**src/inc/pfsc_pkg.sv**
```systemverilog
// Purpose: constants and carriers for the pin function and strobe block
// Assumes: one clock at 50 MHz, each clock stands for one oscillator period
// Notes: register map is word aligned on an AXI4-Lite slave
package pfsc_pkg;

	// ----------------------------------------------------------------
	// timing
	// ----------------------------------------------------------------
	localparam int CLK_PERIOD_NS = 20;
	localparam int ALE_PERIOD = 6;
	localparam int RST_PULSE_NS = 480;
	localparam int RST_PULSE_CYC =
		(RST_PULSE_NS + CLK_PERIOD_NS - 1) / CLK_PERIOD_NS;

	// ----------------------------------------------------------------
	// register offsets (byte addresses)
	// ----------------------------------------------------------------
	localparam logic [7:0] OFS_LATCH0 = 8'h00;
	localparam logic [7:0] OFS_LATCH1 = 8'h04;
	localparam logic [7:0] OFS_LATCH2 = 8'h08;
	localparam logic [7:0] OFS_LATCH3 = 8'h0c;
	localparam logic [7:0] OFS_LATCH4 = 8'h10;
	localparam logic [7:0] OFS_PIN0 = 8'h20;
	localparam logic [7:0] OFS_PIN1 = 8'h24;
	localparam logic [7:0] OFS_PIN2 = 8'h28;
	localparam logic [7:0] OFS_PIN3 = 8'h2c;
	localparam logic [7:0] OFS_PIN4 = 8'h30;
	localparam logic [7:0] OFS_PIN5 = 8'h34;
	localparam logic [7:0] OFS_CANCTL = 8'h40;
	localparam logic [7:0] OFS_STATUS = 8'h44;
	localparam logic [7:0] OFS_ADCCMD = 8'h48;

	// ----------------------------------------------------------------
	// fields and reset values
	// ----------------------------------------------------------------
	localparam int CR_CAN_RESET = 0;
	localparam int CR_REF_DIR = 5;
	localparam logic [7:0] CR_RESET_VAL = 8'h01;
	localparam logic [7:0] CR_MASK = 8'h21;
	localparam logic [7:0] LATCH_RESET_VAL = 8'hff;
	localparam int ST_EA = 0;
	localparam int ST_CANRX = 1;
	localparam int ST_REFSRC = 2;
	localparam int ADC_SW_START = 0;
	localparam logic [1:0] RESP_OKAY = 2'h0;
	localparam logic [1:0] RESP_SLVERR = 2'h2;

	// ----------------------------------------------------------------
	// carriers
	// ----------------------------------------------------------------
	typedef struct packed {
		logic [7:0] out;
		logic [7:0] oe_b;
	} pfsc_pin8_t;

	typedef struct packed {
		logic active;
		logic xdata;
		logic addr_phase;
		logic write;
		logic [15:0] addr;
		logic [7:0] wdata;
	} pfsc_mem_t;

	typedef struct packed {
		logic [7:0] p0;
		logic [7:0] p1;
		logic [7:0] p2;
		logic [7:0] p3;
		logic [7:0] p4;
		logic [7:0] p5;
		logic adc_start;
		logic ea;
		logic rst_pin;
		logic can_cmp;
	} pfsc_pins_in_t;

	// idle pin levels: pulled-up ports high, receive recessive
	localparam pfsc_pins_in_t PINS_IDLE = '{p0: 8'hff, p1: 8'hff,
		p2: 8'hff, p3: 8'hff, p4: 8'hff, p5: 8'h00, adc_start: 1'b0,
		ea: 1'b1, rst_pin: 1'b0, can_cmp: 1'b1};

	typedef struct packed {
		logic [5:0] cmp_set_reset;
		logic [1:0] cmp_toggle;
		logic serial_tx;
		logic wr_strobe_b;
		logic rd_strobe_b;
		logic can_tx0;
		logic can_tx1;
	} pfsc_alt_out_t;

	typedef struct packed {
		logic [3:0] capture_irq;
		logic timer_event;
		logic timer_reset;
		logic serial_rx;
		logic irq_zero_b;
		logic irq_one_b;
		logic counter0;
		logic counter1;
	} pfsc_alt_in_t;

endpackage : pfsc_pkg

```
**src/hw/pfsc_top.sv**
```systemverilog
// Purpose: port pin functions, memory strobes, reset pin and CAN pin control
// Assumes: pin levels arrive asynchronously and are synchronised here
// Notes: oe_b low means the pin is driven; released pins read high
//
// The implementer's own choices: the AXI4-Lite register port and the register addresses.
`timescale 1ns/1ns
module pfsc_top
#(
	parameter int ADDR_W = 8
)
(
	input wire logic clock_i,
	input wire logic rst_b_i,
	input wire logic [ADDR_W-1:0] s_axi_awaddr_i,
	input wire logic s_axi_awvalid_i,
	output logic s_axi_awready_o,
	input wire logic [31:0] s_axi_wdata_i,
	input wire logic [3:0] s_axi_wstrb_i,
	input wire logic s_axi_wvalid_i,
	output logic s_axi_wready_o,
	output logic [1:0] s_axi_bresp_o,
	output logic s_axi_bvalid_o,
	input wire logic s_axi_bready_i,
	input wire logic [ADDR_W-1:0] s_axi_araddr_i,
	input wire logic s_axi_arvalid_i,
	output logic s_axi_arready_o,
	output logic [31:0] s_axi_rdata_o,
	output logic [1:0] s_axi_rresp_o,
	output logic s_axi_rvalid_o,
	input wire logic s_axi_rready_i,
	input wire pfsc_pkg::pfsc_pins_in_t pins_i,
	input wire pfsc_pkg::pfsc_mem_t mem_i,
	input wire pfsc_pkg::pfsc_alt_out_t alt_i,
	input wire logic watchdog_overflow_i,
	input wire logic can_wake_i,
	input wire logic power_down_i,
	output pfsc_pkg::pfsc_pin8_t port0_o,
	output pfsc_pkg::pfsc_pin8_t port1_o,
	output pfsc_pkg::pfsc_pin8_t port2_o,
	output pfsc_pkg::pfsc_pin8_t port3_o,
	output pfsc_pkg::pfsc_pin8_t port4_o,
	output pfsc_pkg::pfsc_alt_in_t alt_o,
	output logic [7:0] ext_rdata_o,
	output logic [7:0] analog_channels_o,
	output logic ale_o,
	output logic rst_pin_out_o,
	output logic rst_pin_oe_b_o,
	output logic conv_start_o,
	output logic ea_latched_o,
	output logic can_rx_bit_o,
	output logic can_reset_o,
	output logic ref_oe_b_o,
	output logic ref_src_en_o
);
	import pfsc_pkg::*;

	if (ADDR_W < 7)
	begin : g_chk
		$error("pfsc_top: ADDR_W too small for the register map");
	end

	// ----------------------------------------------------------------
	// synchronisers and edges
	// ----------------------------------------------------------------
	pfsc_pins_in_t meta_r;
	pfsc_pins_in_t sync_r;
	pfsc_pins_in_t prev_r;

	function automatic logic rise(input logic cur, input logic old);
		rise = cur & ~old;
	endfunction : rise

	always_ff @(posedge clock_i or negedge rst_b_i)
	begin
		if (!rst_b_i)
		begin
			// idle levels, so a pulled-up pin gives no edge after reset
			meta_r <= PINS_IDLE;
			sync_r <= PINS_IDLE;
			prev_r <= PINS_IDLE;
		end
		else
		begin
			meta_r <= pins_i;
			sync_r <= meta_r;
			prev_r <= sync_r;
		end
	end

	// ----------------------------------------------------------------
	// register bus
	// ----------------------------------------------------------------
	logic [7:0] latch_r [0:4];
	logic [7:0] cr_r;
	logic aw_got_r;
	logic w_got_r;
	logic [ADDR_W-1:0] awaddr_r;
	logic [7:0] wbyte_r;
	logic wlane_r;
	logic sw_start_r;
	logic [31:0] rd_mux;
	logic rd_hit;
	logic do_write;
	logic [3:0] wsel;

	function automatic logic [3:0] reg_sel(input logic [ADDR_W-1:0] a);
		logic [7:0] b;
		b = 8'(a);
		unique case (b)
			OFS_LATCH0: reg_sel = 4'h0;
			OFS_LATCH1: reg_sel = 4'h1;
			OFS_LATCH2: reg_sel = 4'h2;
			OFS_LATCH3: reg_sel = 4'h3;
			OFS_LATCH4: reg_sel = 4'h4;
			OFS_PIN0: reg_sel = 4'h5;
			OFS_PIN1: reg_sel = 4'h6;
			OFS_PIN2: reg_sel = 4'h7;
			OFS_PIN3: reg_sel = 4'h8;
			OFS_PIN4: reg_sel = 4'h9;
			OFS_PIN5: reg_sel = 4'ha;
			OFS_CANCTL: reg_sel = 4'hb;
			OFS_STATUS: reg_sel = 4'hc;
			OFS_ADCCMD: reg_sel = 4'hd;
			default: reg_sel = 4'hf;
		endcase
	endfunction : reg_sel

	assign do_write = aw_got_r & w_got_r & ~s_axi_bvalid_o;
	assign wsel = reg_sel(awaddr_r);

	always_ff @(posedge clock_i or negedge rst_b_i)
	begin
		if (!rst_b_i)
		begin
			aw_got_r <= 1'b0;
			w_got_r <= 1'b0;
			awaddr_r <= '0;
			wbyte_r <= 8'h00;
			wlane_r <= 1'b0;
			s_axi_awready_o <= 1'b0;
			s_axi_wready_o <= 1'b0;
			s_axi_bvalid_o <= 1'b0;
			s_axi_bresp_o <= RESP_OKAY;
		end
		else
		begin
			s_axi_awready_o <= ~aw_got_r & ~s_axi_awready_o;
			s_axi_wready_o <= ~w_got_r & ~s_axi_wready_o;
			if (s_axi_awvalid_i && s_axi_awready_o)
			begin
				aw_got_r <= 1'b1;
				awaddr_r <= s_axi_awaddr_i;
				s_axi_awready_o <= 1'b0;
			end
			if (s_axi_wvalid_i && s_axi_wready_o)
			begin
				w_got_r <= 1'b1;
				wbyte_r <= s_axi_wdata_i[7:0];
				wlane_r <= s_axi_wstrb_i[0];
				s_axi_wready_o <= 1'b0;
			end
			if (do_write)
			begin
				s_axi_bvalid_o <= 1'b1;
				s_axi_bresp_o <= (wsel == 4'hf) ? RESP_SLVERR : RESP_OKAY;
			end
			if (s_axi_bvalid_o && s_axi_bready_i)
			begin
				s_axi_bvalid_o <= 1'b0;
				aw_got_r <= 1'b0;
				w_got_r <= 1'b0;
			end
		end
	end

	// latches reset high so CAN transmit pins float at power-up
	always_ff @(posedge clock_i or negedge rst_b_i)
	begin
		if (!rst_b_i)
		begin
			for (int i = 0; i < 5; i++)
				latch_r[i] <= LATCH_RESET_VAL;
		end
		else if (do_write && wlane_r && wsel < 4'h5)
		begin
			latch_r[wsel[2:0]] <= wbyte_r;
		end
	end

	// external reset pin also returns CAN control to its reset value
	always_ff @(posedge clock_i or negedge rst_b_i)
	begin
		if (!rst_b_i)
			cr_r <= CR_RESET_VAL;
		else if (sync_r.rst_pin)
			cr_r <= CR_RESET_VAL;
		else if (do_write && wlane_r && wsel == 4'hb)
			cr_r <= wbyte_r & CR_MASK;
	end

	always_ff @(posedge clock_i or negedge rst_b_i)
	begin
		if (!rst_b_i)
			sw_start_r <= 1'b0;
		else
			sw_start_r <= do_write & wlane_r & (wsel == 4'hd) &
				wbyte_r[ADC_SW_START];
	end

	always_comb
	begin
		rd_hit = 1'b1;
		rd_mux = 32'h0000_0000;
		unique case (reg_sel(s_axi_araddr_i))
			4'h0: rd_mux[7:0] = latch_r[0];
			4'h1: rd_mux[7:0] = latch_r[1];
			4'h2: rd_mux[7:0] = latch_r[2];
			4'h3: rd_mux[7:0] = latch_r[3];
			4'h4: rd_mux[7:0] = latch_r[4];
			4'h5: rd_mux[7:0] = sync_r.p0;
			4'h6: rd_mux[7:0] = sync_r.p1;
			4'h7: rd_mux[7:0] = sync_r.p2;
			4'h8: rd_mux[7:0] = sync_r.p3;
			4'h9: rd_mux[7:0] = sync_r.p4;
			4'ha: rd_mux[7:0] = sync_r.p5;
			4'hb: rd_mux[7:0] = cr_r;
			4'hc:
			begin
				rd_mux[ST_EA] = ea_latched_o;
				rd_mux[ST_CANRX] = can_rx_bit_o;
				rd_mux[ST_REFSRC] = ref_src_en_o;
			end
			4'hd: rd_mux = 32'h0000_0000;
			default: rd_hit = 1'b0;
		endcase
	end

	always_ff @(posedge clock_i or negedge rst_b_i)
	begin
		if (!rst_b_i)
		begin
			s_axi_arready_o <= 1'b0;
			s_axi_rvalid_o <= 1'b0;
			s_axi_rdata_o <= 32'h0000_0000;
			s_axi_rresp_o <= RESP_OKAY;
		end
		else
		begin
			s_axi_arready_o <= ~s_axi_rvalid_o & ~s_axi_arready_o;
			if (s_axi_arvalid_i && s_axi_arready_o)
			begin
				s_axi_arready_o <= 1'b0;
				s_axi_rvalid_o <= 1'b1;
				s_axi_rdata_o <= rd_mux;
				s_axi_rresp_o <= rd_hit ? RESP_OKAY : RESP_SLVERR;
			end
			else if (s_axi_rvalid_o && s_axi_rready_i)
			begin
				s_axi_rvalid_o <= 1'b0;
			end
		end
	end

	// ----------------------------------------------------------------
	// address latch strobe
	// ----------------------------------------------------------------
	logic [2:0] ale_cnt_r;

	always_ff @(posedge clock_i or negedge rst_b_i)
	begin
		if (!rst_b_i)
		begin
			ale_cnt_r <= 3'h0;
			ale_o <= 1'b0;
		end
		else
		begin
			ale_cnt_r <= (ale_cnt_r == 3'(ALE_PERIOD - 1)) ?
				3'h0 : ale_cnt_r + 3'h1;
			ale_o <= (ale_cnt_r == 3'h0) & ~(mem_i.active & mem_i.xdata);
		end
	end

	// ----------------------------------------------------------------
	// reset pin pulse, access select latch, reference, CAN receive
	// ----------------------------------------------------------------
	logic [7:0] rst_cnt_r;

	always_ff @(posedge clock_i or negedge rst_b_i)
	begin
		if (!rst_b_i)
		begin
			rst_cnt_r <= 8'h00;
			rst_pin_out_o <= 1'b0;
			rst_pin_oe_b_o <= 1'b1;
		end
		else
		begin
			if (watchdog_overflow_i || can_wake_i)
				rst_cnt_r <= 8'(RST_PULSE_CYC);
			else if (rst_cnt_r != 8'h00)
				rst_cnt_r <= rst_cnt_r - 8'h01;
			rst_pin_out_o <= watchdog_overflow_i | can_wake_i |
				(rst_cnt_r > 8'h01);
			rst_pin_oe_b_o <= ~(watchdog_overflow_i | can_wake_i |
				(rst_cnt_r > 8'h01));
		end
	end

	// pin is only listened to while reset is asserted on it
	logic ea_r;
	always_ff @(posedge clock_i or negedge rst_b_i)
	begin
		if (!rst_b_i)
			ea_r <= 1'b1;
		else if (sync_r.rst_pin)
			ea_r <= sync_r.ea;
	end

	always_ff @(posedge clock_i or negedge rst_b_i)
	begin
		if (!rst_b_i)
		begin
			ea_latched_o <= 1'b1;
			can_rx_bit_o <= 1'b1;
			can_reset_o <= 1'b1;
			ref_oe_b_o <= 1'b0;
			ref_src_en_o <= 1'b1;
		end
		else
		begin
			ea_latched_o <= ea_r;
			// comparator high means positive line above negative
			can_rx_bit_o <= sync_r.can_cmp;
			can_reset_o <= cr_r[CR_CAN_RESET];
			ref_oe_b_o <= cr_r[CR_REF_DIR];
			ref_src_en_o <= ~cr_r[CR_REF_DIR] &
				~(cr_r[CR_CAN_RESET] & power_down_i);
		end
	end

	// ----------------------------------------------------------------
	// timer and converter triggers, alternate inputs
	// ----------------------------------------------------------------
	always_ff @(posedge clock_i or negedge rst_b_i)
	begin
		if (!rst_b_i)
		begin
			conv_start_o <= 1'b0;
			alt_o <= '0;
			analog_channels_o <= 8'h00;
			ext_rdata_o <= 8'h00;
		end
		else
		begin
			conv_start_o <= rise(sync_r.adc_start, prev_r.adc_start) |
				sw_start_r;
			alt_o.capture_irq <= sync_r.p1[3:0];
			alt_o.timer_event <= rise(sync_r.p1[4], prev_r.p1[4]);
			alt_o.timer_reset <= rise(sync_r.p1[5], prev_r.p1[5]);
			alt_o.serial_rx <= sync_r.p3[0];
			alt_o.irq_zero_b <= sync_r.p3[2];
			alt_o.irq_one_b <= sync_r.p3[3];
			alt_o.counter0 <= sync_r.p3[4];
			alt_o.counter1 <= sync_r.p3[5];
			analog_channels_o <= sync_r.p5;
			ext_rdata_o <= sync_r.p0;
		end
	end

	// ----------------------------------------------------------------
	// pin drivers
	// ----------------------------------------------------------------
	// quasi-bidirectional pins pull low only; a high bit releases the pin; bus cycles and CAN transmit out of reset drive both levels
	logic [7:0] eff1;
	logic [7:0] eff3;
	logic [7:0] eff4;
	logic [7:0] alt1;
	logic [7:0] alt3;
	logic [7:0] alt4;

	always_comb
	begin
		alt1 = {alt_i.can_tx1, alt_i.can_tx0, 6'h3f};
		alt3 = {alt_i.rd_strobe_b, alt_i.wr_strobe_b, 4'hf,
			alt_i.serial_tx, 1'b1};
		alt4 = {alt_i.cmp_toggle, alt_i.cmp_set_reset};
		eff1 = latch_r[1] & alt1;
		eff3 = latch_r[3] & alt3;
		eff4 = latch_r[4] & alt4;
	end

	always_ff @(posedge clock_i or negedge rst_b_i)
	begin
		if (!rst_b_i)
		begin
			port0_o <= {8'h00, 8'hff};
			port1_o <= {8'h00, 8'hff};
			port2_o <= {8'h00, 8'hff};
			port3_o <= {8'h00, 8'hff};
			port4_o <= {8'h00, 8'hff};
		end
		else
		begin
			if (mem_i.active && mem_i.addr_phase)
				port0_o <= {mem_i.addr[7:0], 8'h00};
			else if (mem_i.active && mem_i.write)
				port0_o <= {mem_i.wdata, 8'h00};
			else if (mem_i.active)
				port0_o <= {8'h00, 8'hff};
			else
				port0_o <= {8'h00, latch_r[0]};
			port1_o.out <= 8'h00;
			port1_o.oe_b[5:0] <= eff1[5:0];
			if (cr_r[CR_CAN_RESET])
			begin
				port1_o.oe_b[7:6] <= latch_r[1][7:6];
			end
			else
			begin
				port1_o.out[7:6] <= {alt_i.can_tx1, alt_i.can_tx0};
				port1_o.oe_b[7:6] <= 2'h0;
			end
			if (mem_i.active)
				port2_o <= {mem_i.addr[15:8], 8'h00};
			else
				port2_o <= {8'h00, latch_r[2]};
			port3_o <= {8'h00, eff3};
			port4_o <= {8'h00, eff4};
		end
	end
endmodule : pfsc_top

```
**config.mk**
```make
export PLATFORM = sky130hd
export DESIGN_NAME = pfsc_top
export DESIGN_NICKNAME = d
export VERILOG_FILES = /design/src/inc/pfsc_pkg.sv /design/src/hw/pfsc_top.sv
export SDC_FILE = /design/constraint.sdc
export NUM_CORES = 1
export LEC_CHECK = 0
export BUFFER_PORTS_ARGS = -buffer_cell sky130_fd_sc_hd__buf_4
export CORE_ASPECT_RATIO = 1.75
export CORE_MARGIN = 1
export CORE_UTILIZATION = 47
export DETAILED_ROUTE_END_ITERATION = 10
export HOLD_SLACK_MARGIN = 0.12
export PLACE_DENSITY = 0.8
export SLEW_MARGIN = 10
export SYNTH_ARGS = -nofsm -noshare
export SYNTH_HDL_FRONTEND = slang
export SYNTH_SLANG_ARGS = --single-unit
```
**constraint.sdc**
```tcl
create_clock -name clock_i -period 1.84 [get_ports clock_i]
set_input_delay 0 -clock clock_i [delete_from_list [all_inputs] [get_ports clock_i]]
set_output_delay 0 -clock clock_i [all_outputs]
set_load 0.1 [all_outputs]
```
==> results of run 1 <==
cells by family (layout without fill, tap and decap cells):
family / after synthesis / in the layout / synth area share (%)
mux: 74 / 74 / 7.33
compound gates: 135 / 135 / 8.86
flops: 290 / 290 / 66.8
buf+inv: 106 / 586 / 5.61
other cells: 1 / 49 / 0.0335
xor+xnor: 5 / 5 / 0.392
simple gates: 203 / 203 / 10.7
fa+ha+maj: 2 / 2 / 0.224
state kept, by name, indices dropped and copies added, names as in the netlist, 2 cells and up:
register           cells
latch_r               40
awaddr_r               8
sync_r                52
prev_r                 3
analog_channels_o      8
ext_rdata_o            8
wbyte_r                8
rst_cnt_r              8
s_axi_rdata_o          8
cr_r                   2
port4_o                8
port1_o               10
port0_o               16
ale_cnt_r              3
port3_o                8
meta_r                52
alt_o                 11
port2_o               16
per-layer routing:
metal  wire length [um]  vias up  GRT usage [%]  share of wire [%]
li1                   -     3797              -                  -
met1              11200     4239           27.5                 34
met2              18200      357           51.9                 55
met3               1540      110           3.34                4.7
met4               1990        0           15.6                6.1
met5                  0        -              0                  0
cell type report:
type | count | area, um2
diodes | 1 | 2.50
clock buffers | 37 | 721
clock inverters | 8 | 104
fillers | 1554 | 6740
inverters | 23 | 86.3
multi-input cells | 467 | 3380
flip-flops and latches | 290 | 7480
well taps | 304 | 380
repair buffers | 518 | 4440
stage by stage:
stage | power, W | cell area, um2 | instances
global placement | 0.0116 | 13900 | 1417
CTS | 0.0176 | 16500 | 1643
detailed placement | 0.0117 | 13900 | 1417
finish | 0.0177 | 16600 | 1648
floorplan | 0.0103 | 11400 | 863
global route | 0.0184 | 16600 | 1648
timing repair:
item,CTS,global route
hold endpoints to repair,418,1
setup endpoints to repair,42,45
buffers inserted,6,3
resized for setup,16,14
hold buffers,175,1
power by group:
group / switching, W / total, W / internal [W]
combinational: 0.00289 / 0.00478 / 0.00189
clock: 0.00233 / 0.00533 / 0.00301
sequential: 0.000591 / 0.00761 / 0.00702
total: 0.00581 / 0.0177 / 0.0119
worst min path at each step:
stage / endpoint / startpoint
6_report: meta_r[33]$_DFF_PN1_ / pins_i[33]
5_1_grt: meta_r[11]$_DFF_PN0_ / pins_i[11]
4_1_cts: meta_r[11]$_DFF_PN0_ / pins_i[11]
3_5_place_dp: port0_o[9]$_DFF_PN0_ / rst_b_i
3_3_place_gp: port0_o[9]$_DFF_PN0_ / rst_b_i
2_1_floorplan: ale_cnt_r[0]$_DFF_PN0_ / rst_b_i
placed cells by master, fill, tap and decap left out, types with 9 or more instances in the layout:
master / Yosys / final
buf_4: 50 / 328
dlygate4sd3_1: 0 / 176
dfstp_2: 173 / 173
dfrtp_1: 117 / 111
mux2_2: 63 / 51
conb_1: 1 / 48
nand2_1: 37 / 34
and2_1: 27 / 26
clkbuf_16: 0 / 25
nor2b_1: 24 / 24
inv_1: 23 / 23
nand3_1: 24 / 23
a21oi_1: 23 / 20
nor2_1: 21 / 19
o21ai_0: 19 / 17
mux2_4: 0 / 12
mux2i_1: 11 / 11
a31oi_1: 11 / 11
and3_1: 10 / 10
a22oi_1: 9 / 9
==> impl_results.md, run 1 <==
- Status: finished with violations
- Failing checks: negative setup slack
- Dpl ws: -0.226 ns
- Final hold vios: 0
- Port buffer count: approximately 240
- Max-slew violation count: 0
- Setup-failing EPs final: between 40 and 50
- Core Region: approximately 0.023 mm2
- Critical-path maximum fanout: 8
- Power Density: about 1100 mW/mm2
- CP Cell Sequence: buf_4 -> buf_4 -> or3_1 -> a21oi_2 -> o21ai_1 -> nor3_4 -> buf_12 -> mux2_2
- Crit path buf inv count: 3
- Worst min path class: input port to flop
- Worst R2R End: latch_r[37]$_DFFE_PN1P_
- CTS Root Cell: clkbuf_16
- PnR worst setup slack: -0.206 ns
- Number of remaining DRC errors: 0
- Family with the most delay on the worst path: simple AND/OR/NAND/NOR gates
- CTS max path bufs: 3
- GR Util All Layers: between 20% and 30%
- Effective utilization at floorplan: 47.9%
- Area of the mapped netlist: approximately 0.011 mm2
- # nets final: 1,482
- Hold path depth: 2
- Count leader, synth: dfstp_2
- DRT Pass-1 Iters: 4
- Iter 0 DRT Violations: between 400 and 500
- Synth Instances: 816
- Measured slew at the worst slew-check pin: between 0.7 and 0.8 ns
- CP Launch Type: flop
- Vias in the first global route: approximately 9,100
- Async set-or-reset flop fraction in the synthesized netlist: 100%
- Synth top area share: roughly two fifths
- RD Place Congestion: 0.921
- R2r setup slk: -0.21 ns
- Fin util: approximately 71%
- Worst vdd ir: ~1.2 mV
- Std-Cell Rows: 74
- Die area: 0.0244 mm2
- CTS Buf Count: 25
- Cell taking the most area after synthesis: dfstp_2
- RSZ-0062 raised after global routing: true
- Gr ovfl total: 0
- First-pass GRT wire length: roughly 50,000 um
- Hpwl dp: approximately 21,000 um
- Final Skew: between 0.009 and 0.01 ns
- Warnings, synthesis: 0
- Data required, critical path: 2.29 ns
- Top cells by area, synth: dfstp_2 41%, dfrtp_1 26%, mux2_2 6.3%
- Fin crit period: between 2 and 2.5 ns
- Post-synth EDFFs: 0
- DR vias: roughly 8,500
- Routed len/inst: between 15 and 20 um
- Crit Reg-Reg Startpoint: awaddr_r[5]$_DFFE_PN0P_
- CP most frequent cell: buf_4
- Fin Setup TNS: -6.74 ns
- Mean Syn Cell Area: roughly 14 um2
- Top FF cell, synth: dfstp_2
- Share of post-route cells with drive strength above 1: about half
- Top post-synthesis cells by count: 173 x dfstp_2, 117 x dfrtp_1, 63 x mux2_2
- Crit path to: latch_r[37]$_DFFE_PN1P_
- Reg clk slew, reported paths: approximately 0.070 ns
- Critical path class: flop to flop
- Worst Reg-to-Reg Cells: 8
- Post-route ant nets: 0
- Synth Register Bits: 290
- Layout area overhead: 48.4%
- Period utilisation layout: 111%
- H-tree depth: 1
- Worst skew pair latency: about 0.53 ns
- Maxcap violations: 0
- CTS Sinks: 290
- CP startpoint: awaddr_r[5]$_DFFE_PN0P_
- Max-Slew Margin vs Limit: around 50%
- Vias/cell: between 5 and 6
- Worst EP arrival: 2.50 ns
- Initial antenna violation count: 1
- Unique masters post-synth: 79
- CP Depth: 8
- Routed WL: 32,900 um
- Static leakage: roughly 7.4 nW
- Slowest cell on crit path: dfrtp_2
- CTS tree: built
- Part of the Yosys area used for sequential elements: about two thirds
- I/O pins: about 310
- Die W: roughly 120 um
- CP max stage delay: between 0.4 and 0.5 ns
- Crit. End Element: flop
- Final hold slack: around 0.13 ns
- Die H: 206 um
- Max Clock Freq: approximately 490 MHz
- Pin count of the biggest net entering global routing: 85
No activity file was read; power rests on OpenSTA's default activity.
==> run 2, diff against run 1 <==
--- a/config.mk
+++ b/config.mk
@@ -8,10 +8,10 @@
 export BUFFER_PORTS_ARGS = -buffer_cell sky130_fd_sc_hd__buf_4
 export CORE_ASPECT_RATIO = 1.75
 export CORE_MARGIN = 1
-export CORE_UTILIZATION = 47
+export CORE_UTILIZATION = 50
 export DETAILED_ROUTE_END_ITERATION = 10
 export HOLD_SLACK_MARGIN = 0.12
-export PLACE_DENSITY = 0.8
+export PLACE_DENSITY = 0.81
 export SLEW_MARGIN = 10
 export SYNTH_ARGS = -nofsm -noshare
 export SYNTH_HDL_FRONTEND = slang
==> constraint.sdc (replaced) <==
create_clock -name clock_i -period 2.3 [get_ports clock_i]
set_input_delay 0 -clock clock_i [delete_from_list [all_inputs] [get_ports clock_i]]
set_output_delay 0 -clock clock_i [all_outputs]
set_load 0.1 [all_outputs]
==> impl_results.md, run 2 (synthesis results as in run 1) <==
- Design area: 0.0160 mm2 (-3.5%)
- Max-slew violation count: 0 (unchanged)
- Vias in the first global route: 8,916 (-1.7%)
- Reg clk slew, reported paths: 0.07 ns (about the same)
- Maxcap violations: 0 (unchanged)
- CP Launch Type: flop
- Setup-failing EPs final: 0 (-100%)
- RSZ-0062 raised after global routing: false
- FF+latch area: 0.00748 mm2 (about the same)
- I/O pins: 312 (unchanged)
- Port buffer count: 236 (unchanged)
- Die W: 115 um (-3.0%)
- PnR worst setup slack: 0.124 ns (+0.330 ns)
- H-tree depth: 1 (unchanged)
- Post-Layout Cell Count: 1,578 (-4.2%)
- Worst min path class: input port to flop
- Pin count of the biggest net entering global routing: 70 (-18%)
- Max Clock Freq: 460 MHz (-6.0%)
- Critical-path maximum fanout: 11 (+3)
- CTS Buf Count: 26 (+4.0%)
- DR vias: 8,270 (-2.7%)
- Gr ovfl total: 0 (unchanged)
- Worst EP arrival: 2.64 ns (+0.14 ns)
- Worst vdd ir: 0.831 mV (-30%)
- DP Area: 0.0133 mm2 (-4.2%)
- Leading cell types in the layout, fill and taps excluded: 267 x buf_4, 180 x dlygate4sd3_1, 173 x dfstp_2, 113 x dfrtp_1, 63 x mux2_2
- RD Place Congestion: 0.928 (+0.69%)
- Data required, critical path: 2.76 ns (+0.47 ns)
- Period utilisation layout: 94.6% (-17 points)
- Hpwl dp: 20,000 um (-5.2%)
- Power Density: 866 mW/mm2 (-19%)
- Dpl ws: 0.0632 ns (+0.289 ns)
- CTS tree: built
- Fin Setup TNS: 0 ns (+6.74 ns)
- Final Skew: 0.0224 ns (+0.0126 ns)
- Crit. End Element: flop
- Final hold slack: 0.122 ns (-0.00992 ns)
- First-pass GRT wire length: 47,900 um (-3.2%)
- Measured slew at the worst slew-check pin: 0.972 ns (+0.228 ns)
- Max-Slew Margin vs Limit: 35.0% (-15 points)
- Static leakage: 7.10 nW (-4.2%)
- Number of remaining DRC errors: 0 (unchanged)
- Area of the multi-input gates: 0.00326 mm2 (-3.5%)
- Routed WL: 31,800 um (-3.3%)
- Final hold vios: 0 (unchanged)
- GR Util All Layers: 28.3% (+1.4 points)
- Status: finished, final reports clean
- Fillers: 1,399 (-10%)
- Iter 0 DRT Violations: 428 (+0.23%)
- Placed Cells: 1,348 (-4.9%)
- Layout area overhead: 43.2%
- Initial antenna violation count: 0 (-1)
- CTS max path bufs: 3 (unchanged)
- Std-Cell Rows: 72 (-2.7%)
- Die H: 200 um (-3.0%)
- Routed len/inst: 20.2 um (+1.0%)
- Post-route ant nets: 0 (unchanged)
- Share of post-route cells with drive strength above 1: 45.3% (-3.8 points)
- Core Region: 0.0220 mm2 (-5.8%)
- Vias/cell: 5.24 (+1.6%)
- Worst skew pair latency: 0.55 ns (+0.02 ns)
- Fin crit period: 2.18 ns (+0.130 ns)
- Leading cell type in the layout, fill and taps excluded: buf_4
- Largest regs: meta_r x52, sync_r x52, latch_r x40
- CTS Root Cell: clkbuf_16
- CTS Sinks: 290 (unchanged)
- DRT Pass-1 Iters: 7 (+3)
- Die area: 0.0230 mm2 (-5.9%)
- Critical path class: flop to flop
- Effective utilization at floorplan: 50.9% (+2.9 points)
- # nets final: 1,418 (-4.3%)
## run 2: cell type report
| class | instances | share of cell area [%] |
|---|---|---|
| Timing Repair Buffer | 453 | 24.5 |
| Clock buffer | 34 | 4.57 |
| Multi-Input combinational cell | 467 | 20.4 |
| Sequential cell | 290 | 46.7 |
| Tap cell | 296 | 2.31 |
| Antenna cell | 1 | 0.0156 |
| Clock inverter | 14 | 0.993 |
| Inverter | 23 | 0.539 |
## run 2: timing repair
item	4_1_cts	5_1_grt
setup endpoints to repair	0	25
endpoints found under the hold margin	309	0
hold buffers	180	0
setup buffers	0	1
gates resized for setup	0	4
## run 2: layer usage
metal	up-vias	GRT usage, %	wire length (um)
met5	-	0	0
met4	0	16.8	1830
met3	105	4.11	1810
met2	390	53.7	17700
met1	4088	28.8	10500
li1	3687	-	-
## run 2: path summary, 6_finish.rpt
kind | slack, ns | startpoint | end | depth (start not counted)
hold / removal | 0.12 | pins_i[25] | meta_r[25]$_DFF_PN1_ | 2
setup reg to reg | 0.12 | awaddr_r[3]$_DFFE_PN0P_ | latch_r[39]$_DFFE_PN1P_ | 7
setup / recovery | 0.12 | awaddr_r[3]$_DFFE_PN0P_ | latch_r[39]$_DFFE_PN1P_ | 7
hold reg to reg | 0.35 | meta_r[20]$_DFF_PN1_ | sync_r[20]$_DFF_PN1_ | 0
min in group asynchronous | 0.34 | rst_b_i | port3_o[7]$_DFF_PN1_ | 2
max in group asynchronous | 0.47 | rst_b_i | s_axi_bvalid_o$_DFFE_PN0P_ | 3
## run 2: critical path, stage by stage (launching register included)
cell	delay, ns
dfrtp_1	0.50
nor2_1	0.23
o221a_2	0.24
and4_1	0.29
nand2_1	0.12
nor3_4	0.22
buf_12	0.15
mux2_2	0.34
## run 2: per-stage QoR
stage          utilization [%]  total power (W)
6_report                  72.8           0.0139
5_1_grt                   72.8           0.0143
4_1_cts                   72.7           0.0138
3_5_place_dp              60.5          0.00898
3_3_place_gp              60.5          0.00894
2_1_floorplan                -          0.00812
## run 2: report_power, final
part | internal [W] | switching, W | leakage, nW | total, W
Sequential | 0.00561 | 0.000531 | 3.23 | 0.00614
Clock | 0.00259 | 0.00190 | 0.441 | 0.00450
Combinational | 0.00116 | 0.00207 | 3.43 | 0.00323
==> run 3, diff against run 2 <==
--- a/config.mk
+++ b/config.mk
@@ -6,13 +6,12 @@
 export NUM_CORES = 1
 export LEC_CHECK = 0
 export BUFFER_PORTS_ARGS = -buffer_cell sky130_fd_sc_hd__buf_4
-export CORE_ASPECT_RATIO = 1.75
 export CORE_MARGIN = 1
 export CORE_UTILIZATION = 50
 export DETAILED_ROUTE_END_ITERATION = 10
 export HOLD_SLACK_MARGIN = 0.12
 export PLACE_DENSITY = 0.81
-export SLEW_MARGIN = 10
+export SLEW_MARGIN = 30
 export SYNTH_ARGS = -nofsm -noshare
 export SYNTH_HDL_FRONTEND = slang
 export SYNTH_SLANG_ARGS = --single-unit
==> impl_results.md, run 3 (synthesis results as in run 1) <==
- CP max stage delay: 0.52 ns (+0.02 ns)
- Worst skew pair latency: 0.55 ns (about the same)
- I/O pins: 312 (unchanged)
- Worst EP arrival: 2.63 ns (about the same)
- First-pass GRT wire length: 47,300 um (-1.3%)
- Maxcap violations: 0 (unchanged)
- Number of remaining DRC errors: 0 (unchanged)
- Critical-path maximum fanout: 11 (unchanged)
- Setup-failing EPs final: 0 (unchanged)
- Hold endpoint: meta_r[26]$_DFF_PN1_
- Pin count of the biggest net entering global routing: 64 (-8.6%)
- Worst Reg-to-Reg Cells: 6 (-1)
- Port buffer count: 236 (unchanged)
- RD Place Congestion: 0.902 (-2.7%)
- Die W: 152 um (+32%)
- Die H: 152 um (-24%)
- Net Sw Frac: 32.2% (-0.31 points)
- Iter 0 DRT Violations: 589 (+38%)
- Share of post-route cells with drive strength above 1: 45.2% (-0.076 points)
- Core Region: 0.0219 mm2 (-0.41%)
- Final Skew: 0.0112 ns (-0.0112 ns)
- CP Launch Type: flop
- Vias in the first global route: 8,733 (-2.1%)
- Die area: 0.0230 mm2 (-0.11%)
- CP Cell Sequence: nor4b_1 -> o31a_1 -> and2_1 -> and3_1 -> buf_12 -> mux2_2
- Fin crit period: 2.16 ns (-0.0188 ns)
- Hpwl dp: 19,900 um (-0.66%)
- Vias/cell: 5.27 (+0.48%)
- Fin Setup TNS: 0 ns (unchanged)
- Leading cell type in the layout, fill and taps excluded: buf_4
- Final hold vios: 0 (unchanged)
- CTS tree: built
- CTS Root Cell: clkbuf_16
- R2r setup slk: 0.14 ns (+0.02 ns)
- Std-Cell Rows: 54 (-25%)
- CTS Buf Count: 29 (+12%)
- Crit Reg-Reg Startpoint: awaddr_r[2]$_DFFE_PN0P_
- CP startpoint: awaddr_r[2]$_DFFE_PN0P_
- Routed len/inst: 19.9 um (-1.5%)
- Post-route ant nets: 0 (unchanged)
- DR vias: 8,283 (+0.16%)
- Initial antenna violation count: 1 (+1)
- Clock power frac: 33.8% (+1.4 points)
- Crit. End Element: flop
- Status: finished, final reports clean
- Hold_sp: pins_i[26]
- Worst R2R End: latch_r[20]$_DFFE_PN1P_
- Effective utilization at floorplan: 51.1% (+0.21 points)
- Worst vdd ir: 0.577 mV (-31%)
- DRT Pass-1 Iters: 5 (-2)
- Hold path depth: 2 (unchanged)
- Reg clk slew, reported paths: 0.06 ns (about the same)
- Static leakage: 7.16 nW (+0.81%)
- Layout area overhead: 44.4%
- Routed WL: 31,200 um (-1.8%)
- Sw Pwr: 0.00448 W (-0.56%)
- Max-slew violation count: 0 (unchanged)
- PnR worst setup slack: 0.143 ns (+0.0188 ns)
- Slowest cell on crit path: dfrtp_1
- Critical path class: flop to flop
- H-tree depth: 1 (unchanged)
- Max Clock Freq: 464 MHz (+0.87%)
- Data required, critical path: 2.77 ns (about the same)
- Worst min path class: input port to flop
- Leading cell types in the layout, fill and taps excluded: 266 x buf_4, 184 x dlygate4sd3_1, 173 x dfstp_2, 114 x dfrtp_1, 63 x mux2_2
- CTS max path bufs: 3 (unchanged)
- Max-Slew Margin vs Limit: 31.6% (-3.3 points)
- Placed Cells: 1,332 (-1.2%)
- Period utilisation layout: 93.8% (-0.82 points)
- Sequential power share: 44.0% (-0.3 points)
- Largest regs: meta_r x52, sync_r x52, latch_r x40
- Post-Layout Cell Count: 1,573 (-0.32%)
- RSZ-0062 raised after global routing: false
- Cell-internal power: 0.00944 W (+0.84%)
- Gr ovfl total: 0 (unchanged)
- Power Density: 862 mW/mm2 (-0.43%)
- CTS Sinks: 290 (unchanged)
- Gate power share: 22.1% (-1.2 points)
- Measured slew at the worst slew-check pin: 1.01 ns (+0.0392 ns)
- GR Util All Layers: 27.5% (-0.80 points)
- # nets final: 1,426 (+0.56%)
- Dpl ws: 0.108 ns (+0.0450 ns)
- Power Total: 0.0139 W (+0.38%)
[run 3: layout make-up]
class | instances | area [um2]
sequential | 290 | 7480
inverter | 23 | 86.3
clock inverter | 11 | 116
antenna | 1 | 2.50
multi-input combinational | 467 | 3270
timing repair buffer | 458 | 3990
clock buffer | 43 | 848
fill | 1403 | 5750
tap | 280 | 350
[run 3: metal layers]
| metal | global-route usage [%] | up-vias | part of all wire, % |
|---|---|---|---|
| li1 | - | 3705 | - |
| met1 | 33.1 | 4110 | 38 |
| met2 | 48.8 | 385 | 51 |
| met3 | 5.30 | 83 | 7.2 |
| met4 | 10.2 | 0 | 3.7 |
| met5 | 0 | - | 0 |
[run 3: power by group through the flow]
| stage | registers (W) | clock network [W] | logic, W |
|---|---|---|---|
| floorplan | 0.00682 | 0 | 0.00130 |
| global placement | 0.00617 | 0 | 0.00275 |
| detailed placement | 0.00618 | 0 | 0.00277 |
| CTS | 0.00610 | 0.00475 | 0.00305 |
| global route | 0.00618 | 0.00499 | 0.00325 |
| finish | 0.00613 | 0.00471 | 0.00308 |
[run 3: what timing repair did]
action	CTS	global route
resized for setup	0	3
buffers inserted	0	1
endpoints found under the hold margin	310	0
hold buffers	185	0
setup endpoints to repair	0	16
[run 3: how the worst max path moves through the flow]
stage	end	slack (ns)
floorplan	latch_r[32]$_DFFE_PN1P_	0.21
global placement	latch_r[1]$_DFFE_PN1P_	0.09
detailed placement	latch_r[6]$_DFFE_PN1P_	0.11
CTS	latch_r[6]$_DFFE_PN1P_	0.09
global route	latch_r[6]$_DFFE_PN1P_	0.02
finish	latch_r[20]$_DFFE_PN1P_	0.14
[run 3: critical path, delay by kind of cell, from the launching register on]
family	cells	cell delay (ns)
muxes	1	0.34
buffers and inverters	1	0.15
AOI/OAI and AO/OA	1	0.21
and+or+nand+nor	3	0.86
DFF	1	0.52
[run 3: per-stage QoR]
step	utilization (%)	cell area, um2	hold slack [ns]
after global routing	73.7	16100	0.121
after global placement	60.7	13300	0.0579
after floorplan	-	11400	-0.296
final	73.7	16100	0.118
after CTS	73.6	16100	0.120
after detailed placement	60.7	13300	0.0602
